File: src/include/cdo_pkg.sv
// Constants and types shared by the cache and DRAM option register block
package cdo_pkg;

  // ----------------------------------------------------------------
  // Bus geometry
  // ----------------------------------------------------------------
  localparam int APB_AW = 12;
  localparam int APB_DW = 32;
  localparam int REG_W = 8;

  // ----------------------------------------------------------------
  // Register indices (byte address is four times the index)
  // ----------------------------------------------------------------
  localparam logic [7:0] IDX_MEM_TEST = 8'h54;
  localparam logic [7:0] IDX_OPTIONS = 8'h55;
  localparam logic [7:0] IDX_NC_CTRL = 8'h56;
  localparam logic [7:0] IDX_NC_BASE = 8'h57;
  localparam logic [APB_AW-1:0] ADDR_MEM_TEST = {2'h0, IDX_MEM_TEST, 2'h0};
  localparam logic [APB_AW-1:0] ADDR_OPTIONS = {2'h0, IDX_OPTIONS, 2'h0};
  localparam logic [APB_AW-1:0] ADDR_NC_CTRL = {2'h0, IDX_NC_CTRL, 2'h0};
  localparam logic [APB_AW-1:0] ADDR_NC_BASE = {2'h0, IDX_NC_BASE, 2'h0};
  localparam logic [REG_W-1:0] REG_RESET = 8'h00;

  // ----------------------------------------------------------------
  // Field positions
  // ----------------------------------------------------------------
  localparam int TEST_BSRAM_BIT = 1;
  localparam int TEST_EDO_BIT = 2;
  localparam int OPT_SLOW_REFRESH_BIT = 7;
  localparam int OPT_INTR_SEL_BIT = 5;
  localparam int OPT_TURBO_SEL_BIT = 4;
  localparam int OPT_BEDO_DELAY_BIT = 1;
  localparam int OPT_MEMORY_DATA_LATCH_ENABLE_FALL_BIT = 0;
  localparam int NC_ALLOC_BIT = 7;
  localparam int NC_EN_BIT = 6;
  localparam int NC_SIZE_LSB = 3;
  localparam int NC_SIZE_W = 3;
  localparam int NC_HI_W = 3;
  localparam int NC_BASE_W = 11;
  localparam int HOST_AW = 32;
  localparam int NC_ADDR_LSB = 16;
  localparam int NC_ADDR_MSB = 26;

  // ----------------------------------------------------------------
  // Refresh slowdown
  // ----------------------------------------------------------------
  localparam int REFRESH_SLOW_RATIO = 4;
  localparam int REFRESH_CNT_W = $clog2(REFRESH_SLOW_RATIO);
  localparam logic [REFRESH_CNT_W-1:0] REFRESH_CNT_ZERO = '0;
  localparam logic [REFRESH_CNT_W-1:0] REFRESH_CNT_ONE = REFRESH_CNT_W'(1);

  typedef enum logic [1:0] {
    BEDO_IDLE = 2'b01,
    BEDO_HOLD = 2'b10
  } cdo_bedo_state_t;

endpackage

File: src/hw/cdo_option_regs.sv
// Cache and DRAM option registers with their cycle-level effects
//
// Overview of operation
// - SRAM test bit forces every cycle a hit
// - Test mode: ready one clock after strobe
// - Option bit 7 slows refresh one in four
// - Option bit 5 picks flush or interrupt
// - Option bit 4 picks identification or turbo
// - Option bit 1 delays EDO write after read 1T
// - Option bit 0 picks latch enable edge
// - Area bit 7 routes to DRAM or PCI
// - Area bit 6 enables non-cacheable area
// - Area bits 5:3 give size, 64 KB base
// - Base from bits 2:0 and next register
//
// Our own choice: the APB slave port.
`timescale 1ns/1ps
module cdo_option_regs
  import cdo_pkg::*;
(
  input wire logic clk, // Processor clock, 10 MHz
  input wire logic rst_b, // Async reset, active low
  input wire logic [APB_AW-1:0] paddr, // APB address
  input wire logic psel, // APB select
  input wire logic penable, // APB enable
  input wire logic pwrite, // APB direction
  input wire logic [APB_DW-1:0] pwdata, // APB write data
  output logic [APB_DW-1:0] prdata, // APB read data
  output logic pready, // APB ready
  output logic pslverr, // APB error, unmapped
  input wire logic address_strobe_n, // Processor address strobe
  input wire logic [HOST_AW-1:0] hostAddr, // Processor address
  input wire logic tagHit, // Tag lookup result
  input wire logic memReadyN, // Ready from memory path
  output logic burst_ready_n, // Burst ready to processor
  output logic cacheHit, // Cycle served by cache
  output logic nonCacheable, // Cycle hit non-cacheable area
  output logic routeToPci, // Non-cacheable cycle goes to PCI
  output logic localDramSel, // Cycle goes to local DRAM
  output logic edoTestMode, // EDO test mode level
  input wire logic refreshTick, // Refresh interval pulse
  output logic refreshReq, // Paced refresh request
  input wire logic cacheFlushReq, // Flush request source
  input wire logic secondary_interrupt, // Secondary interrupt source
  output logic sharedFlushPin, // Flush or interrupt pin
  input wire logic processor_identification, // Identification source
  input wire logic turboIn, // Turbo source
  output logic sharedIdPin, // Identification or turbo pin
  input wire logic bedoReadDone, // Burst EDO read finished
  input wire logic bedoWriteReq, // Burst EDO write wanted
  output logic bedoWritePulse, // Burst EDO write pulse
  output logic mdleFallingEdge // Latch enable on falling edge
);

  // ----------------------------------------------------------------
  // Register storage and APB decode
  // ----------------------------------------------------------------
  logic [REG_W-1:0] memTest_q;
  logic [REG_W-1:0] options_q;
  logic [REG_W-1:0] ncCtrl_q;
  logic [REG_W-1:0] ncBase_q;
  logic [APB_DW-1:0] prdata_q;
  logic selTest;
  logic selOpt;
  logic selNcCtrl;
  logic selNcBase;
  logic addrHit;
  logic accessDone;
  logic wrDone;
  logic setupRead;
  logic [REG_W-1:0] wrByte;
  logic [REG_W-1:0] readByte;

  assign selTest = (paddr == ADDR_MEM_TEST);
  assign selOpt = (paddr == ADDR_OPTIONS);
  assign selNcCtrl = (paddr == ADDR_NC_CTRL);
  assign selNcBase = (paddr == ADDR_NC_BASE);
  assign addrHit = selTest || selOpt || selNcCtrl || selNcBase;
  assign accessDone = psel && penable;
  assign wrDone = accessDone && pwrite && addrHit;
  assign setupRead = psel && !penable && !pwrite;
  assign wrByte = pwdata[REG_W-1:0];
  assign readByte = selTest ? memTest_q :
                    selOpt ? options_q :
                    selNcCtrl ? ncCtrl_q :
                    selNcBase ? ncBase_q : REG_RESET;

  // Zero wait states: read data is caught in setup, answered in access
  assign pready = accessDone;
  assign pslverr = accessDone && !addrHit;
  assign prdata = prdata_q;

  always_ff @(posedge clk or negedge rst_b) begin
    if (!rst_b) begin
      memTest_q <= REG_RESET;
      options_q <= REG_RESET;
      ncCtrl_q <= REG_RESET;
      ncBase_q <= REG_RESET;
      prdata_q <= '0;
    end else begin
      if (wrDone && selTest) memTest_q <= wrByte;
      if (wrDone && selOpt) options_q <= wrByte;
      if (wrDone && selNcCtrl) ncCtrl_q <= wrByte;
      if (wrDone && selNcBase) ncBase_q <= wrByte;
      if (setupRead) prdata_q <= {{(APB_DW-REG_W){1'b0}}, readByte};
    end
  end

  // ----------------------------------------------------------------
  // Field views
  // ----------------------------------------------------------------
  logic bsramTest;
  logic slowRefresh;
  logic intrSel;
  logic turboSel;
  logic bedoDelayEn;
  logic areaToPci;
  logic areaEnable;
  logic [NC_SIZE_W-1:0] areaSize;
  logic [NC_BASE_W-1:0] areaBase;

  assign bsramTest = memTest_q[TEST_BSRAM_BIT];
  assign slowRefresh = options_q[OPT_SLOW_REFRESH_BIT];
  assign intrSel = options_q[OPT_INTR_SEL_BIT];
  assign turboSel = options_q[OPT_TURBO_SEL_BIT];
  assign bedoDelayEn = options_q[OPT_BEDO_DELAY_BIT];
  assign areaToPci = ncCtrl_q[NC_ALLOC_BIT];
  assign areaEnable = ncCtrl_q[NC_EN_BIT];
  assign areaSize = ncCtrl_q[NC_SIZE_LSB +: NC_SIZE_W];
  assign areaBase = {ncCtrl_q[NC_HI_W-1:0], ncBase_q};

  // ----------------------------------------------------------------
  // Processor cycle decisions
  // ----------------------------------------------------------------
  logic areaHit;
  logic cycleStart;
  logic burstReadyN_q;
  logic cacheHit_q;
  logic nonCacheable_q;
  logic routeToPci_q;
  logic localDramSel_q;

  cdo_noncache_match u_match (
    .hostAddr(hostAddr),
    .areaBase(areaBase),
    .sizeCode(areaSize),
    .areaEnable(areaEnable),
    .areaHit(areaHit)
  );

  assign cycleStart = !address_strobe_n;

  // Outside test mode the memory path paces ready; inside, the strobe does
  always_ff @(posedge clk or negedge rst_b) begin
    if (!rst_b) begin
      burstReadyN_q <= 1'b1;
    end else begin
      burstReadyN_q <= bsramTest ? address_strobe_n : memReadyN;
    end
  end

  // Decisions are latched per cycle at the address strobe
  always_ff @(posedge clk or negedge rst_b) begin
    if (!rst_b) begin
      cacheHit_q <= 1'b0;
      nonCacheable_q <= 1'b0;
      routeToPci_q <= 1'b0;
      localDramSel_q <= 1'b0;
    end else if (cycleStart) begin
      cacheHit_q <= bsramTest || (tagHit && !areaHit);
      nonCacheable_q <= areaHit;
      routeToPci_q <= areaHit && areaToPci;
      localDramSel_q <= !(areaHit && areaToPci);
    end
  end

  assign burst_ready_n = burstReadyN_q;
  assign cacheHit = cacheHit_q;
  assign nonCacheable = nonCacheable_q;
  assign routeToPci = routeToPci_q;
  assign localDramSel = localDramSel_q;
  assign edoTestMode = memTest_q[TEST_EDO_BIT];

  // ----------------------------------------------------------------
  // Refresh pacing and shared pins
  // ----------------------------------------------------------------
  cdo_refresh_pacer u_pacer (
    .clk(clk),
    .rst_b(rst_b),
    .refreshTick(refreshTick),
    .slowMode(slowRefresh),
    .refreshReq(refreshReq)
  );

  assign sharedFlushPin = intrSel ? secondary_interrupt :
                          cacheFlushReq;
  assign sharedIdPin = turboSel ? turboIn : processor_identification;
  assign mdleFallingEdge = options_q[OPT_MEMORY_DATA_LATCH_ENABLE_FALL_BIT];

  // ----------------------------------------------------------------
  // Burst EDO write after read
  // ----------------------------------------------------------------
  cdo_bedo_state_t bedoState_q;
  cdo_bedo_state_t bedoState_d;
  logic afterRead_q;
  logic bedoPulse_q;
  logic needDelay;
  logic pulseNow;

  // A write that follows a read waits one clock when the delay is on
  assign needDelay = bedoWriteReq && bedoDelayEn && afterRead_q;
  assign pulseNow = (bedoState_q == BEDO_HOLD) ||
                    (bedoWriteReq && !needDelay && bedoState_q == BEDO_IDLE);

  always_comb begin
    bedoState_d = bedoState_q;
    case (bedoState_q)
      BEDO_IDLE: begin
        if (needDelay) bedoState_d = BEDO_HOLD;
      end
      BEDO_HOLD: begin
        bedoState_d = BEDO_IDLE;
      end
      default: begin
        bedoState_d = BEDO_IDLE;
      end
    endcase
  end

  always_ff @(posedge clk or negedge rst_b) begin
    if (!rst_b) begin
      bedoState_q <= BEDO_IDLE;
      afterRead_q <= 1'b0;
      bedoPulse_q <= 1'b0;
    end else begin
      bedoState_q <= bedoState_d;
      bedoPulse_q <= pulseNow;
      if (bedoReadDone) afterRead_q <= 1'b1;
      else if (pulseNow) afterRead_q <= 1'b0;
    end
  end

  assign bedoWritePulse = bedoPulse_q;

  // Ticks seen since the last slow-mode request, saturating at the ratio;
  // the ratio is a power of two, so full is the top bit alone
  localparam logic [REFRESH_CNT_W:0] GAP_ZERO = {1'b0, REFRESH_CNT_ZERO};
  localparam logic [REFRESH_CNT_W:0] GAP_ONE = {1'b0, REFRESH_CNT_ONE};
  localparam logic [REFRESH_CNT_W:0] GAP_FULL = {1'b1, REFRESH_CNT_ZERO};
  logic [REFRESH_CNT_W:0] tickGap_q;
  logic slowPrev_q;

  // A request caused by a normal-mode tick must not restart the gap
  always_ff @(posedge clk or negedge rst_b) begin
    if (!rst_b) begin
      slowPrev_q <= 1'b0;
      tickGap_q <= GAP_FULL;
    end else begin
      slowPrev_q <= slowRefresh;
      if (!slowRefresh) begin
        tickGap_q <= GAP_FULL;
      end else if (refreshReq && slowPrev_q) begin
        tickGap_q <= refreshTick ? GAP_ONE : GAP_ZERO;
      end else if (refreshTick && tickGap_q != GAP_FULL) begin
        tickGap_q <= tickGap_q + GAP_ONE;
      end
    end
  end
endmodule

File: src/hw/cdo_refresh_pacer.sv
// Refresh request pacer with optional one-in-four slowdown
`timescale 1ns/1ps
module cdo_refresh_pacer
  import cdo_pkg::*;
(
  input wire logic clk, // Processor clock
  input wire logic rst_b, // Async reset, active low
  input wire logic refreshTick, // Refresh interval pulse
  input wire logic slowMode, // Pass one tick in four
  output logic refreshReq // Refresh request pulse
);

  logic [REFRESH_CNT_W-1:0] tickCnt_q;
  logic [REFRESH_CNT_W-1:0] tickCnt_d;
  logic refreshReq_q;
  logic passTick;

  assign passTick = refreshTick &&
                    (!slowMode || tickCnt_q == REFRESH_CNT_ZERO);
  assign tickCnt_d = !slowMode ? REFRESH_CNT_ZERO :
                     refreshTick ? tickCnt_q + REFRESH_CNT_ONE : tickCnt_q;
  assign refreshReq = refreshReq_q;

  always_ff @(posedge clk or negedge rst_b) begin
    if (!rst_b) begin
      tickCnt_q <= REFRESH_CNT_ZERO;
      refreshReq_q <= 1'b0;
    end else begin
      tickCnt_q <= tickCnt_d;
      refreshReq_q <= passTick;
    end
  end

endmodule

File: src/hw/cdo_noncache_match.sv
// Address compare against one non-cacheable window
`timescale 1ns/1ps
module cdo_noncache_match
  import cdo_pkg::*;
(
  input wire logic [HOST_AW-1:0] hostAddr, // Processor address
  input wire logic [NC_BASE_W-1:0] areaBase, // Base, address bits 26..16
  input wire logic [NC_SIZE_W-1:0] sizeCode, // Size code, 64 KB doubling
  input wire logic areaEnable, // Window enable
  output logic areaHit // Address falls in window
);

  logic [NC_BASE_W-1:0] bitOk;
  logic inSpace;

  // Each size step frees one more low base bit from the compare
  genvar i;
  generate
    for (i = 0; i < NC_BASE_W; i++) begin : g_bit
      assign bitOk[i] = (i < int'(sizeCode)) ||
        (hostAddr[NC_ADDR_LSB+i] == areaBase[i]);
    end
  endgenerate

  // Window lives inside the lowest 128 MB only
  assign inSpace = (hostAddr[HOST_AW-1:NC_ADDR_MSB+1] == '0);
  assign areaHit = areaEnable && inSpace && (&bitOk);

endmodule

File: config.mk
export PLATFORM = sky130hd
export DESIGN_NAME = cdo_option_regs
export DESIGN_NICKNAME = d
export VERILOG_FILES = /design/src/include/cdo_pkg.sv /design/src/hw/cdo_option_regs.sv /design/src/hw/cdo_refresh_pacer.sv /design/src/hw/cdo_noncache_match.sv
export SDC_FILE = /design/constraint.sdc
export NUM_CORES = 1
export LEC_CHECK = 0
export BUFFER_PORTS_ARGS = -buffer_cell sky130_fd_sc_hd__buf_2
export CAP_MARGIN = 20
export CORE_MARGIN = 2
export CORE_UTILIZATION = 41
export DETAILED_ROUTE_END_ITERATION = 16
export PLACE_DENSITY_LB_ADDON = 0.05
export REMOVE_ABC_BUFFERS = 1
export SLEW_MARGIN = 20
export SYNTH_ARGS = -nofsm -noshare
export SYNTH_HDL_FRONTEND = slang
export SYNTH_SLANG_ARGS = --single-unit
File: constraint.sdc
create_clock -name clk -period 1.6 [get_ports clk]
set_input_delay 0.4 -clock clk [delete_from_list [all_inputs] [get_ports clk]]
set_output_delay 0.4 -clock clk [all_outputs]
set_load 0.005 [all_outputs]
==> run_results.csv <==
group,metric,value,unit
status,outcome,"finished with violations",
status,violations,"setup timing",
final_layout,stdcell_count,383,
global_route,grt_overflow,0,
routing,routed_wirelength,5470,um
final_layout,synthToLayoutAreaGrowth,30.3,%
setup_path,start_kind,"input pin",
setup_path,cp.arrival,1340,ps
synthesis,ys_seq_area_share,49.2,%
setup_path,crit_start,"paddr[1]",
pwr,p_seq_share,50.2,%
setup_path,worstPathRequired,1200,ps
timing,timing.final.crit_share,109,%
placed_design,dpl.cell_count,373,
placed_design,gp_congestion,0.785,
placed_design,portBuffers,71,
floorplan,initial_utilization,42.0,%
placed_design,hpwl,4060,um
floorplan,core_area,6310,um^2
global_route,grt_max_degree,53,
routing,drtIter0Drc,58,
clock_network,numClockSinks,52,
global_route,antenna_found_initial,0,
pwr,vdd_drop_max,0.000458,V
pwr,p_per_area,765,nW/um^2
clock_network,cts_tree,"yes",
global_route,grt_use_total,16.0,%
pwr,switching_share,21.8,%
timing,final_hold_viol_count,0,
setup_path,rr_startpoint,"ncCtrl_q[6]",
timing,maxSlewViolCount,0,
synthesis,synth-main-ff-cell,"dfrtp_1",
timing,fin_crit,1740,ps
synthesis,synth_edf_count,0,
pwr,p_comb_share,9.0,%
clock_network,cts_buffers,5,
routing,drc,0,
setup_path,cp_max_fo,2,
timing,setup_ws,-137,ps
clock_network,cts_root_buf,"clkbuf_8",
floorplan,dieArea,7130,um^2
global_route,grt_first_pass_wirelength,8910,um
pwr,clkPwrFrac,40.8,%
job,maxCapViolations,0,
final_layout,nNetsFinal,397,
routing,ant_nets,0,
synthesis,ys_seq_elements,52,
final_layout,fillers,559,
floorplan,ios,136,
global_route,grt_pass1_vias,1841,
setup_path,critPathCaptureType,"primary output",
clock_network,clock_path_buffers,2,
pwr,power.net_switching,576,uW
synthesis,synth-async-reset-ratio,100,%
timing,final.setup.tns,-1920,ps
timing,fin_skew,9.34,ps
synthesis,netlist_area,2650,um^2
routing,vias,1811,
floorplan,die_y,84.4,um
pwr,leakagePower,0.00176,uW
final_layout,final_layout_size_suffix_gt1_share,52.0,%
routing,wl_per_cell,14.3,um
floorplan,fp-row-count,29,
setup_path,crit_type,"in2out",
pwr,p_total,2640,uW
routing,viasPerCell,4.73,
timing,setup_viol,23,
routing,drt_pre_antenna_iters,4,
synthesis,synthCells,212,
clock_network,h-tree-depth,2,
timing,grt_setup_unrepaired,"true",
final_layout,diodes,0,
synthesis,yosysUniqueCellTypes,35,
pwr,internal-power,2070,uW
clock_network,cts.clk_slew.worst_paths,90,ps
synthesis,synth.avg_cell_area,12.5,um^2
min_path,holdCritPathClass,"in2async",
placed_design,place_ws,-478,ps
timing,fmax,576,MHz
floorplan,die_w,84.4,um
clock_network,clk_latency,310,ps
synthesis,yosysWarnings,0,
clock_network,holdBufCountCts,0,
## kinds of logic after synthesis
family                   count (synthesis)  share of synthesized area, %
AND/OR/NAND/NOR                         46                          10.8
other                                    1                         0.141
flip-flops                              52                          49.2
XOR/XNOR                                12                          3.96
AO/OA/AOI/OAI                           19                          4.20
adder cells (fa/ha/maj)                  1                         0.472
buffers and inverters                   35                          8.49
multiplexers                            46                          22.8
## synthesized netlist by cell type, drive strengths merged, types with 2 or more instances
| master | instances | share of area [%] |
|---|---|---|
| nor2 | 4 | 0.57 |
| xor2 | 7 | 2.3 |
| mux2 | 36 | 15 |
| dfstp | 2 | 2.0 |
| inv | 6 | 0.85 |
| mux4 | 8 | 6.8 |
| nand3 | 2 | 0.38 |
| dfrtp | 50 | 47 |
| a21oi | 3 | 0.57 |
| mux2i | 2 | 0.75 |
| nor4 | 4 | 1.5 |
| nor2b | 3 | 0.71 |
| nand2b | 9 | 2.1 |
| nor4b | 3 | 1.6 |
| xnor2 | 5 | 1.7 |
| and2 | 3 | 0.71 |
| buf | 28 | 7.5 |
| o21ai | 11 | 2.1 |
| nand2 | 14 | 2.0 |
## routing by layer
layer	share of wire [%]	routed length, um	track usage, %
met1	46	2540	22.3
met2	47	2580	25.2
met3	5.5	299	3.83
met4	0.88	48	4.33
met5	0	0	0
## power groups by stage
| stage | Clock, uW | Sequential (uW) | Combinational, uW |
|---|---|---|---|
| floorplan | 0 | 1350 | 62.0 |
| global placement | 0 | 1350 | 218 |
| detailed placement | 0 | 1350 | 220 |
| CTS | 1110 | 1330 | 235 |
| global route | 1150 | 1330 | 267 |
| finish | 1080 | 1330 | 239 |
## state kept, by name, summed over array words and instances (netlist names)
register            count
afterRead_q             1
u_pacer.tickCnt_q       2
localDramSel            1
nonCacheable            1
memTest_q               8
bedoWritePulse          1
ncBase_q                8
ncCtrl_q                8
prdata                  8
burst_ready_n           1
routeToPci              1
options_q               8
u_pacer.refreshReq      1
bedoState_q             2
cacheHit                1
## placed cells by master (no fill, tap or decap), types with 2 or more instances in the layout
cell / instances
o21ai_0: 10
inv_1: 6
and2_1: 2
xor2_1: 7
buf_6: 10
nand2_1: 14
nor2b_1: 3
conb_1: 24
buf_4: 12
dfrtp_1: 50
nor4_4: 2
mux2i_1: 2
buf_12: 4
bufinv_16: 2
nor4b_4: 3
mux2_2: 36
buf_2: 66
dfstp_2: 2
xnor2_1: 5
nor4_1: 2
nor2_1: 3
mux4_2: 8
clkbuf_8: 5
nand2b_1: 9
a21oi_1: 2
## final timing paths
path | slack (ps) | to | cells past startpoint
max | -140 | pslverr | 6
min | 70 | u_pacer.refreshReq | 2
max reg2reg | 20 | nonCacheable | 4
min reg2reg | 480 | prdata[3] | 2
max in group asynchronous | 1250 | bedoState_q[0] | 2
min in group clk | 280 | afterRead_q | 2
## worst max-delay path, cell delays in order
cell and delay, ps:
buf_6 100, nor4b_4 250, nand4b_1 180, buf_6 160
and2_4 140, buf_6 100
## layout make-up
cell class              count  area (um^2)  share of cell area (%)
clock buffers               5         68.8                    1.99
clock inverters             3         68.8                    1.99
inverters                   6         22.5                   0.651
multi-input cells         148         1280                    37.1
flip-flops and latches     52         1300                    37.7
well taps                  77         96.3                    2.79
repair buffers             92          613                    17.7
## through the flow
step,utilization [%],hold slack [ps],cell area [um^2]
after floorplan,-,104,2540
after global placement,50.4,418,3180
after detailed placement,50.4,420,3180
after CTS,54.3,75.7,3430
after global routing,54.8,81.8,3460
final,54.8,69.6,3460
## timing repair
action	CTS	global route
setup buffers	2	1
setup endpoints to repair	37	37
resized for setup	21	6
pin swaps	7	6
cloned	0	0
Power figures use the tool's default switching activity.
